$ cat src/hdl/autobaud_pkg.sv
// Shared constants for the auto-baud detection block.
package autobaud_pkg;

    // -------------------------------------------------------------------------
    // Register offsets
    // -------------------------------------------------------------------------
    localparam logic [3:0] ADDR_BAUD_CONTROL    = 4'h0;
    localparam logic [3:0] ADDR_BAUD_COUNT_LOW  = 4'h1;
    localparam logic [3:0] ADDR_BAUD_COUNT_HIGH = 4'h2;
    localparam logic [3:0] ADDR_RECEIVE_HOLDING = 4'h3;
    localparam logic [3:0] ADDR_IRQ_STATUS      = 4'h4;
    localparam logic [3:0] ADDR_IRQ_CLEAR       = 4'h5;
    localparam logic [3:0] ADDR_IRQ_ENABLE      = 4'h6;

    // -------------------------------------------------------------------------
    // Control register fields
    // -------------------------------------------------------------------------
    localparam int BIT_AUTOBAUD_ENABLE   = 0;
    localparam int BIT_WAKE_UP_ENABLE    = 1;
    localparam int BIT_HIGH_SPEED_SELECT = 2;
    localparam int BIT_WIDE_SELECT       = 3;
    localparam int BIT_SYNC_MODE         = 4;
    localparam int BIT_RECEIVE_FLAG      = 5;
    localparam int BIT_AUTOBAUD_OVERFLOW = 7;

    // Interrupt status fields.
    localparam int IRQ_BIT_DONE     = 0;
    localparam int IRQ_BIT_OVERFLOW = 1;

    // -------------------------------------------------------------------------
    // Reset values and counts
    // -------------------------------------------------------------------------
    localparam logic [7:0]  CONTROL_RESET   = 8'h00;
    localparam logic [15:0] BAUD_RESET      = 16'h0000;
    localparam logic [15:0] BAUD_COUNT_MAX  = 16'hFFFF;
    localparam logic [2:0]  RISE_LAST_INDEX = 3'h4;
    localparam logic [9:0]  DETECT_DIV_00   = 10'h200;
    localparam logic [9:0]  DETECT_DIV_01   = 10'h080;
    localparam logic [9:0]  DETECT_DIV_10   = 10'h080;
    localparam logic [9:0]  DETECT_DIV_11   = 10'h020;
    localparam int          DETECT_SLOWDOWN = 8;

    // Counter clock period in system clocks, detection or normal running.
    function automatic logic [9:0] tick_period(input logic wide, input logic fast, input logic detect);
        logic [9:0] div;
        div = DETECT_DIV_00;
        unique case ({wide, fast})
            2'b00: div = DETECT_DIV_00;
            2'b01: div = DETECT_DIV_01;
            2'b10: div = DETECT_DIV_10;
            2'b11: div = DETECT_DIV_11;
        endcase
        return detect ? div : 10'(div / DETECT_SLOWDOWN);
    endfunction

endpackage

$ cat src/hdl/autobaud_detect.sv
// Auto-baud rate detection with baud generator, control registers and interrupt.
//
// Our own choices: the register addresses and the address-and-strobe port.
`timescale 1ns/1ps
module autobaud_detect
    import autobaud_pkg::*;
(
    input  wire logic       I_SYS_CLK,
    input  wire logic       I_RST_N,
    input  wire logic [3:0] I_ADDR,
    input  wire logic [7:0] I_WR_DATA,
    input  wire logic       I_WR_STB,
    input  wire logic       I_RD_STB,
    input  wire logic       I_RECEIVE_LINE,
    output logic      [7:0] O_RD_DATA,
    output logic            O_IRQ,
    output logic            O_BAUD_TICK,
    output logic            O_SERIAL_HOLD_IDLE
);

    // -------------------------------------------------------------------------
    // State and registers
    // -------------------------------------------------------------------------
    typedef enum logic [4:0] {
        ST_IDLE       = 5'b00001,
        ST_WAIT_BREAK = 5'b00010,
        ST_WAIT_START = 5'b00100,
        ST_WAIT_RISE  = 5'b01000,
        ST_COUNTING   = 5'b10000
    } detect_state_e;

    detect_state_e state;
    logic [15:0]   baud_count;
    logic [15:0]   baud_divide;
    logic [2:0]    rise_index;
    logic          autobaud_enable;
    logic          wake_up_enable;
    logic          high_speed_baud_select;
    logic          wide_baud_select;
    logic          sync_mode;
    logic          autobaud_overflow;
    logic          receive_flag;
    logic [1:0]    irq_status;
    logic [1:0]    irq_enable;

    logic rx_rise;
    logic rx_fall;
    logic tick;
    logic ctrl_wr;
    logic arm;
    logic detecting;
    logic count_step;
    logic wrap;
    logic fifth_rise;
    logic rx_hold_read;

    assign ctrl_wr      = I_WR_STB && I_ADDR == ADDR_BAUD_CONTROL;
    // Sync mode never arms: a stray arm there would clear the count and hold the engine.
    assign arm          = ctrl_wr && I_WR_DATA[BIT_AUTOBAUD_ENABLE] && !I_WR_DATA[BIT_SYNC_MODE]
                          && !autobaud_enable;
    assign detecting    = state != ST_IDLE;
    assign count_step   = state == ST_COUNTING && tick && !rx_rise;
    assign wrap         = count_step && baud_count == BAUD_COUNT_MAX;
    assign fifth_rise   = state == ST_COUNTING && rx_rise && rise_index == RISE_LAST_INDEX;
    assign rx_hold_read = I_RD_STB && I_ADDR == ADDR_RECEIVE_HOLDING;

    // -------------------------------------------------------------------------
    // Receive line and counter clock
    // -------------------------------------------------------------------------
    // Only the edge pulses matter here; the settled level is left unconnected.
    rx_line_sync i_rx_line_sync (
        .i_clk   (I_SYS_CLK),
        .i_rst_n (I_RST_N),
        .i_line  (I_RECEIVE_LINE),
        .o_level (),
        .o_rise  (rx_rise),
        .o_fall  (rx_fall)
    );

    // counter clock rate.
    // Restarting on the first rising edge keeps the measurement phase-aligned to the line.
    tick_divider i_tick_divider (
        .i_clk     (I_SYS_CLK),
        .i_rst_n   (I_RST_N),
        .i_restart (arm || (state == ST_WAIT_RISE && rx_rise)),
        .i_period  (tick_period(wide_baud_select, high_speed_baud_select, detecting)),
        .o_tick    (tick)
    );

    // -------------------------------------------------------------------------
    // Detection sequence
    // -------------------------------------------------------------------------
    always_ff @(posedge I_SYS_CLK or negedge I_RST_N) begin
        if (!I_RST_N) begin
            state      <= ST_IDLE;
            rise_index <= 3'h0;
        end else if (sync_mode || (ctrl_wr && !I_WR_DATA[BIT_AUTOBAUD_ENABLE])) begin
            state <= ST_IDLE;
        end else begin
            unique case (state)
                ST_IDLE: begin
                    if (arm && !I_WR_DATA[BIT_SYNC_MODE]) begin
                        state <= I_WR_DATA[BIT_WAKE_UP_ENABLE] ? ST_WAIT_BREAK : ST_WAIT_START;
                    end
                end
                ST_WAIT_BREAK: begin
                    if (rx_rise) begin
                        state <= ST_WAIT_START;
                    end
                end
                ST_WAIT_START: begin
                    if (rx_fall) begin
                        state <= ST_WAIT_RISE;
                    end
                end
                ST_WAIT_RISE: begin
                    if (rx_rise) begin
                        state      <= ST_COUNTING;
                        rise_index <= 3'h1;
                    end
                end
                ST_COUNTING: begin
                    // edges count over low and high bits.
                    if (fifth_rise) begin
                        state <= ST_IDLE;
                    end else if (rx_rise) begin
                        rise_index <= rise_index + 3'h1;
                    end
                end
            endcase
        end
    end

    // -------------------------------------------------------------------------
    // Baud count registers
    // -------------------------------------------------------------------------
    always_ff @(posedge I_SYS_CLK or negedge I_RST_N) begin
        if (!I_RST_N) begin
            baud_count <= BAUD_RESET;
        end else if (arm) begin
            baud_count <= BAUD_RESET;
        end else if (count_step) begin
            baud_count <= baud_count + 16'h0001;
        end else if (!detecting && I_WR_STB && I_ADDR == ADDR_BAUD_COUNT_LOW) begin
            baud_count[7:0] <= I_WR_DATA;
        end else if (!detecting && I_WR_STB && I_ADDR == ADDR_BAUD_COUNT_HIGH) begin
            baud_count[15:8] <= I_WR_DATA;
        end
    end

    // normal baud generator.
    // The serial engine is fed only while no measurement is in flight.
    always_ff @(posedge I_SYS_CLK or negedge I_RST_N) begin
        if (!I_RST_N) begin
            baud_divide <= BAUD_RESET;
            O_BAUD_TICK <= 1'b0;
        end else if (detecting || arm) begin
            // Arm is included so no normal tick slips out as the hold output rises.
            baud_divide <= BAUD_RESET;
            O_BAUD_TICK <= 1'b0;
        end else if (tick && baud_divide >= baud_count) begin
            baud_divide <= BAUD_RESET;
            O_BAUD_TICK <= 1'b1;
        end else begin
            baud_divide <= tick ? baud_divide + 16'h0001 : baud_divide;
            O_BAUD_TICK <= 1'b0;
        end
    end

    // -------------------------------------------------------------------------
    // Control register
    // -------------------------------------------------------------------------
    always_ff @(posedge I_SYS_CLK or negedge I_RST_N) begin
        if (!I_RST_N) begin
            autobaud_enable        <= CONTROL_RESET[BIT_AUTOBAUD_ENABLE];
            wake_up_enable         <= CONTROL_RESET[BIT_WAKE_UP_ENABLE];
            high_speed_baud_select <= CONTROL_RESET[BIT_HIGH_SPEED_SELECT];
            wide_baud_select       <= CONTROL_RESET[BIT_WIDE_SELECT];
            sync_mode              <= CONTROL_RESET[BIT_SYNC_MODE];
        end else if (ctrl_wr) begin
            autobaud_enable        <= I_WR_DATA[BIT_AUTOBAUD_ENABLE];
            wake_up_enable         <= I_WR_DATA[BIT_WAKE_UP_ENABLE];
            high_speed_baud_select <= I_WR_DATA[BIT_HIGH_SPEED_SELECT];
            wide_baud_select       <= I_WR_DATA[BIT_WIDE_SELECT];
            sync_mode              <= I_WR_DATA[BIT_SYNC_MODE];
        end else begin
            if (fifth_rise) begin
                autobaud_enable <= 1'b0;
            end
            if (state == ST_WAIT_BREAK && rx_rise) begin
                wake_up_enable <= 1'b0;
            end
        end
    end

    // overflow, hardware set wins over software write.
    always_ff @(posedge I_SYS_CLK or negedge I_RST_N) begin
        if (!I_RST_N) begin
            autobaud_overflow <= CONTROL_RESET[BIT_AUTOBAUD_OVERFLOW];
        end else if (wrap) begin
            autobaud_overflow <= 1'b1;
        end else if (ctrl_wr) begin
            autobaud_overflow <= I_WR_DATA[BIT_AUTOBAUD_OVERFLOW];
        end
    end

    always_ff @(posedge I_SYS_CLK or negedge I_RST_N) begin
        if (!I_RST_N) begin
            receive_flag <= 1'b0;
        end else if (fifth_rise) begin
            receive_flag <= 1'b1;
        end else if (rx_hold_read) begin
            receive_flag <= 1'b0;
        end
    end

    always_ff @(posedge I_SYS_CLK or negedge I_RST_N) begin
        if (!I_RST_N) begin
            O_SERIAL_HOLD_IDLE <= 1'b0;
        end else begin
            O_SERIAL_HOLD_IDLE <= detecting || arm;
        end
    end

    // -------------------------------------------------------------------------
    // Interrupt
    // -------------------------------------------------------------------------
    always_ff @(posedge I_SYS_CLK or negedge I_RST_N) begin
        if (!I_RST_N) begin
            irq_status <= 2'h0;
            irq_enable <= 2'h0;
            O_IRQ      <= 1'b0;
        end else begin
            irq_status[IRQ_BIT_DONE] <= fifth_rise || (irq_status[IRQ_BIT_DONE]
                && !(I_WR_STB && I_ADDR == ADDR_IRQ_CLEAR && I_WR_DATA[IRQ_BIT_DONE]));
            irq_status[IRQ_BIT_OVERFLOW] <= wrap || (irq_status[IRQ_BIT_OVERFLOW]
                && !(I_WR_STB && I_ADDR == ADDR_IRQ_CLEAR && I_WR_DATA[IRQ_BIT_OVERFLOW]));
            if (I_WR_STB && I_ADDR == ADDR_IRQ_ENABLE) begin
                irq_enable <= I_WR_DATA[1:0];
            end
            O_IRQ <= |(irq_status & irq_enable);
        end
    end

    // -------------------------------------------------------------------------
    // Read port
    // -------------------------------------------------------------------------
    // Receive holding reads as zero here; its only effect is clearing the flag.
    always_ff @(posedge I_SYS_CLK or negedge I_RST_N) begin
        if (!I_RST_N) begin
            O_RD_DATA <= 8'h00;
        end else if (!I_RD_STB) begin
            O_RD_DATA <= 8'h00;
        end else begin
            unique case (I_ADDR)
                ADDR_BAUD_CONTROL: begin
                    O_RD_DATA <= {autobaud_overflow, 1'b0, receive_flag, sync_mode, wide_baud_select,
                                  high_speed_baud_select, wake_up_enable, autobaud_enable};
                end
                ADDR_BAUD_COUNT_LOW: O_RD_DATA  <= baud_count[7:0];
                ADDR_BAUD_COUNT_HIGH: O_RD_DATA <= baud_count[15:8];
                ADDR_IRQ_STATUS: O_RD_DATA      <= {6'h00, irq_status};
                ADDR_IRQ_ENABLE: O_RD_DATA      <= {6'h00, irq_enable};
                default: O_RD_DATA              <= 8'h00;
            endcase
        end
    end
endmodule

$ cat src/hdl/rx_line_sync.sv
// Two-stage synchroniser for the receive line with edge pulses.
`timescale 1ns/1ps
module rx_line_sync
    import autobaud_pkg::*;
(
    input  wire logic i_clk,
    input  wire logic i_rst_n,
    input  wire logic i_line,
    output logic      o_level,
    output logic      o_rise,
    output logic      o_fall
);

    logic meta;
    logic stable;
    logic last;

    // The line idles high, so reset to high to avoid a false start bit.
    always_ff @(posedge i_clk or negedge i_rst_n) begin
        if (!i_rst_n) begin
            meta   <= 1'b1;
            stable <= 1'b1;
            last   <= 1'b1;
        end else begin
            meta   <= i_line;
            stable <= meta;
            last   <= stable;
        end
    end

    assign o_level = stable;
    assign o_rise  = stable & ~last;
    assign o_fall  = ~stable & last;

endmodule

$ cat src/hdl/tick_divider.sv
// Free-running divider that pulses once per programmed period.
`timescale 1ns/1ps
module tick_divider
    import autobaud_pkg::*;
(
    input  wire logic       i_clk,
    input  wire logic       i_rst_n,
    input  wire logic       i_restart,
    input  wire logic [9:0] i_period,
    output logic            o_tick
);

    logic [9:0] count;

    always_ff @(posedge i_clk or negedge i_rst_n) begin
        if (!i_rst_n) begin
            count  <= 10'h000;
            o_tick <= 1'b0;
        end else if (i_restart || count + 10'h001 >= i_period) begin
            count  <= 10'h000;
            o_tick <= ~i_restart;
        end else begin
            count  <= count + 10'h001;
            o_tick <= 1'b0;
        end
    end

endmodule

$ cat config.mk
export PLATFORM = sky130hd
export DESIGN_NAME = autobaud_detect
export DESIGN_NICKNAME = d
export VERILOG_FILES = /design/src/hdl/autobaud_pkg.sv /design/src/hdl/autobaud_detect.sv /design/src/hdl/rx_line_sync.sv /design/src/hdl/tick_divider.sv
export SDC_FILE = /design/constraint.sdc
export NUM_CORES = 1
export LEC_CHECK = 0
export BUFFER_PORTS_ARGS = -buffer_cell sky130_fd_sc_hd__buf_2
export CORE_MARGIN = 4
export CORE_UTILIZATION = 30
export DETAILED_ROUTE_END_ITERATION = 8
export PLACE_DENSITY = 0.52
export SLEW_MARGIN = 20
export SYNTH_ARGS = -nofsm -noshare
export SYNTH_HDL_FRONTEND = slang
export SYNTH_SLANG_ARGS = --single-unit
export TNS_END_PERCENT = 50
$ cat constraint.sdc
create_clock -name I_SYS_CLK -period 3.4 [get_ports I_SYS_CLK]
set_input_delay 0.17 -clock I_SYS_CLK [delete_from_list [all_inputs] [get_ports I_SYS_CLK]]
set_output_delay 0.17 -clock I_SYS_CLK [all_outputs]
set_load 0.005 [all_outputs]
### After elaboration in Yosys (flattened, before gate mapping)

Cells that the tools add are included.

* flip-flop bits (word level): 76
* bits of input ports: 17
* output and inout port bits: 11
* logic and storage cells: 150

* add/sub/neg operators: 4
* order comparisons: 2
* equal/unequal tests: 26
* multiplexer cells: 36
* bitwise logic cells: 7
* reductions and logical operators: 52

Operators by type and width (number)
* $mux 16: 5
* $pmux 8 s5: 1
* $add 16x1->16 const B: 2
* $mux 8: 4
* $mux 5: 6
* $pmux 10 s3: 1
* $pmux 5 s5: 1
* $logic_and 1x1->1: 24
* $mux 10: 2
* $eq 16x16->1 const B: 1
* $ge 16x16->1: 1
* $eq 4x3->1 const B: 3
* $mux 3: 4
* $mux 1: 11
* $add 10x1->10 const B: 1
* $ge 10x10->1: 1
* $reduce_and 5->1: 2
* $reduce_bool 2->1: 5
* $ne 3x2->1 const B: 3
* $ne 3x3->1 const B: 3
* $reduce_bool 3->1: 3
* $eq 4x2->1 const B: 2
* $logic_not 1->1: 7
* $logic_or 1x1->1: 6
* 20 further kinds: 28

### Longest topological paths before layout

* depth in word-level cells: 9
* depth in mapped cells: 11

### Cells and area by module

A second synthesis with hierarchy kept.

* cell total of the unflattened synthesis: 535
* area total of the unflattened synthesis: 4780.8 um^2

Modules (own cells, without submodules)
* autobaud_detect: instances 1, cells each 450, area each 3902.5 um^2, sequential area each 1552.7 um^2
* tick_divider: instances 1, cells each 80, area each 784.5 um^2, sequential area each 275.3 um^2
* rx_line_sync: instances 1, cells each 5, area each 93.8 um^2, sequential area each 78.8 um^2

### Worst setup path after synthesis

Ideal clock, no wire load.

* kind: flip-flop to flip-flop
* start point: register state[1]
* end point: register i_tick_divider.count[4]
* data arrival time: 2307 ps
* slack: 1013 ps
* cell stages (with the launch flop): 12
* path buffers: 2
* period minus slack after synthesis: 2387 ps
* path through: dfrtp_1 -> buf_2 -> nor2_1 -> and3_1 -> and2_1 -> ha_1 -> nand2_1 -> a31oi_1 -> a211o_1 -> a221o_1 -> buf_6 -> nor3b_2

* cells in the longest elaborated chain, start to end: 5
* elaborated cells on any way between the ends: 8
* classes of those cells: order compare (1); eq/ne (2); mux (2); reduce/logical (3)

RTL lines
* start, declared: line autobaud_detect.sv:32 `detect_state_e state;`
* start signal, assigned: line autobaud_detect.sv:103 `state <= I_WR_DATA[BIT_WAKE_UP_ENABLE] ? ST_WAIT_BREAK : ST_WAIT_START;`
* $ne 5x1->1 / $eq 5x4->1 (equally long branches): line autobaud_detect.sv:61, autobaud_detect.sv:85
* $mux 10 / $logic_and 1x1->1 (equally long branches): line autobaud_pkg.sv:53, autobaud_detect.sv:85
* $ge 10x10->1 / $logic_or 1x1->1 (equally long branches): line tick_divider.sv:19, autobaud_detect.sv:85
* $logic_or 1x1->1 *: line tick_divider.sv:19 `end else if (i_restart || count + 10'h001 >= i_period) begin`
* $mux 10 *: line tick_divider.sv:19
* end signal, assigned: line tick_divider.sv:23 `count <= count + 10'h001;`
* end, declared: line tick_divider.sv:13 `logic [9:0] count;`

Mark *: on every way between the ends. The rest lies on a longest branch, timed or not.
A chain may end at the register's enable or synchronous reset.

### Worst setup path after layout

* start point: register state[1]
* end point: register i_tick_divider.o_tick

* cells in the longest elaborated chain, start to end: 5
* elaborated cells on any way between the ends: 9
* classes of those cells: order compare (1); eq/ne (2); mux (2); bitwise (1); reduce/logical (3)

RTL lines
* $ne 5x1->1 / $eq 5x4->1 (equally long branches): line autobaud_detect.sv:61, autobaud_detect.sv:85
* $mux 10 / $logic_and 1x1->1 (equally long branches): line autobaud_pkg.sv:53, autobaud_detect.sv:85
* $ge 10x10->1 / $logic_or 1x1->1 (equally long branches): line tick_divider.sv:19, autobaud_detect.sv:85
* $logic_or 1x1->1 / $not 1->1 (equally long branches): line tick_divider.sv:19, tick_divider.sv:21
* $mux 1 *: line tick_divider.sv:19
* end signal, assigned: line tick_divider.sv:21 `o_tick <= ~i_restart;`
* end, declared: line tick_divider.sv:10 `output logic o_tick`

Marks and branches as above.

==> results.ini <==
[status]
outcome=completed

[setup_path]
crit_end=i_tick_divider.o_tick$_DFF_PN0_
crit_required_ns=3.64
cpPeakStageDelay_ns=0.57
rr_endpoint=i_tick_divider.o_tick$_DFF_PN0_
critPathLaunchType=flop
crit_chain=nor2_1 -> nand3_2 -> nand2_1 -> ha_1 -> nand2_1 -> a31oi_1 -> a211o_1 -> a221o_1 -> nor2b_1
slowest_stage=a221o_1
ff2ff_setup_slack_ns=0.67
critical_path.startpoint=state[1]$_DFFE_PN0P_
cpMostUsedCell=nand2_1
r2r_cells=9
critical_path.endpoint_type=flop
crit_fanout=11
r2r_start=state[1]$_DFFE_PN0P_
crit_arrival_ns=2.97
cp.depth=9
cp_top_family=simple AND/OR/NAND/NOR gates
critical_path_buf_inv_count=0
critPathKind=reg2reg

[timing]
rsz0062_at_grt=no
slew_violations=0
layout_min_cycle_time_ns=2.73
tns_ns=0
tightest_slew_ns=0.719
max_slew_margin_pct=52.1
hold_viol_final=0
fmax_ghz=0.367
period_share_pct=80.2
setup_viol=0
clock_skew_ns=0.0100

[detailed_routing]
dr.pass1.iters=4
drt-initial-drc-count=338
via_count=3936
drtAntennaViolNets=0
drc_errors=0
wl_um=12300
viasPerCell=5.19
avgRoutedWirePerCell_um=16.2

[finish]
drive_above_1_share_pct=14.3
postLayoutCellArea_mm2=0.00537
antenna_cells=0
final_nets=589
areaGrowthSynthToFinish_pct=13.8

[placement]
post-dp-hpwl_um=9090
io_buffer_count=27
globalplace.congestion=0.883
dpl_cell_area_mm2=0.00504

[synth]
synthDistinctLibCells=64
async_flop_share_pct=100
synth_seq_cells=76
yosysSeqAreaShare_pct=40.4
avgSynthCellArea_um2=9.09
yosys-top-cells-count=dfrtp_1 (72), nor2_1 (63), nand2_1 (48), a21oi_1 (31)
synth_edf_count=0
yosys_warnings=0
yosys.area.top_type_share_pct=38.2
yosysTopAreaCell=dfrtp_1
synthesis.nets=566
synth_ff_type=dfrtp_1
netlist_top_cells_area=dfrtp_1 (38%), ha_1 (8.0%), nor2_1 (5.0%)
syn_area_mm2=0.00472
synth.most_common_cell=dfrtp_1
syn_inst=519

[die]
coreArea_mm2=0.0153
rows=45
die_area_mm2=0.0178
die_width_um=133
start_util_pct=30.8
io_pins=28
dieHeight_um=133

[clock_tree]
cts_num_sinks=76
cts_buffer_depth=2
cts_tree=yes
cts_root_buf=clkbuf_16
clk_latency_ns=0.35
htreeDepth=3
clk_pin_slew_ns=0.07
cts_made_buffers=9
postCtsSetupBuffers=0

[power_and_ir_drop]
power_per_cell_area_mw_per_mm2=641
power_leakage_nw=2.35
ir_worst_vdd_v=0.000231

[global_route]
grt_max_degree=77
antenna_found_initial=0
grt_usage_pct=14.2
grt_pass1_wl_um=20300
grt-ovfl-total=0
grt_pass1_vias=3906

[run]
drv_cap=0

[worst_hold_path]
hold_path.class=in2reg

==> layout make-up <==
type                    count  area, µm²
fillers                  1567       9940
multi-input cells         392       2600
flip-flops and latches     76       1910
well taps                 211        264
clock buffers               9        225
repair buffers             32        184
inverters                  31        116
clock inverters             7       76.3
==> state kept, by name (all words and copies together) (netlist names), 2 cells and up <==
signal                flops
baud_count               16
i_tick_divider.count     10
irq_status                2
state                     5
baud_divide              16
rise_index                3
irq_enable                2
O_RD_DATA                 8
==> worst min-delay path by stage <==
stage | end | slack (ns) | cells after the start | startpoint
6_report | autobaud_overflow$_DFFE_PN0P_ | 0.10 | 3 | I_WR_DATA[7]
5_1_grt | sync_mode$_DFFE_PN0N_ | 0.11 | 3 | I_WR_DATA[4]
4_1_cts | O_RD_DATA[0]$_DFF_PN0_ | 0.02 | 1 | I_RST_N
3_5_place_dp | i_rx_line_sync.meta$_DFF_PN1_ | 0.29 | 1 | I_RECEIVE_LINE
3_3_place_gp | i_rx_line_sync.meta$_DFF_PN1_ | 0.29 | 1 | I_RECEIVE_LINE
2_1_floorplan | O_BAUD_TICK$_DFF_PN0_ | -0.13 | 0 | I_RST_N
==> per-layer routing <==
metal	up-vias	wire, µm	track usage, %	share of wire [%]
met2	85	5660	22.6	46
met4	0	319	6.97	2.6
li1	1922	-	-	-
met1	1905	5820	18.8	48
met5	-	0	0	0
met3	24	445	2.27	3.6
==> cell families (layout without fill, tap and decap cells) <==
family | after synthesis | in the layout | synth area share, %
AO/OA/AOI/OAI | 116 | 116 | 16.9
AND/OR/NAND/NOR | 214 | 214 | 23.9
adder cells (fa/ha/maj) | 30 | 30 | 7.95
multiplexers | 10 | 10 | 2.20
XOR/XNOR | 22 | 22 | 4.08
flip-flops | 76 | 76 | 40.4
buffers and inverters | 51 | 79 | 4.56
==> cells in the final DEF, fill, tap and decap left out, drive strengths merged, types with 5 or more instances in the layout <==
| master | n |
|---|---|
| dfrtp | 72 |
| nor2 | 63 |
| nand2 | 48 |
| inv | 32 |
| nand3 | 32 |
| a21oi | 31 |
| ha | 30 |
| buf | 30 |
| o21ai | 28 |
| nor3 | 18 |
| xnor2 | 13 |
| nand4 | 12 |
| xor2 | 9 |
| clkbuf | 9 |
| and3 | 8 |
| and4 | 8 |
| mux2i | 7 |
| nor2b | 6 |
| nor3b | 6 |
| o211ai | 5 |
==> metrics by stage <==
step	instances	total power (W)	utilization, %	hold slack (ns)	setup slack (ns)
floorplan	519	0.00215	-	-0.126	1.01
global placement	740	0.00244	32.9	0.285	0.741
detailed placement	740	0.00247	32.9	0.288	0.645
CTS	757	0.00347	35.0	0.0230	0.644
global route	758	0.00368	35.1	0.108	0.438
finish	758	0.00344	35.1	0.104	0.674
==> power breakdown <==
group / total, W / leakage, nW / switching (W) / internal [W]
combinational: 0.00109 / 1.22 / 0.000659 / 0.000426
clock: 0.000985 / 0.142 / 0.000413 / 0.000572
sequential: 0.00137 / 0.991 / 0.000272 / 0.00110
==> worst reg2reg max path, cell delays in order (launching register included) <==
cell,delay [ns]
dfrtp_1,0.47
nor2_1,0.25
nand3_2,0.30
nand2_1,0.16
ha_1,0.25
nand2_1,0.07
a31oi_1,0.04
a211o_1,0.28
a221o_1,0.57
nor2b_1,0.23
==> what timing repair did <==
item                      in CTS  in global routing
hold buffers                   1                  1
gates resized for setup        0                  0
hold endpoints to repair       1                 72
No activity file was read; power rests on OpenSTA's default activity.
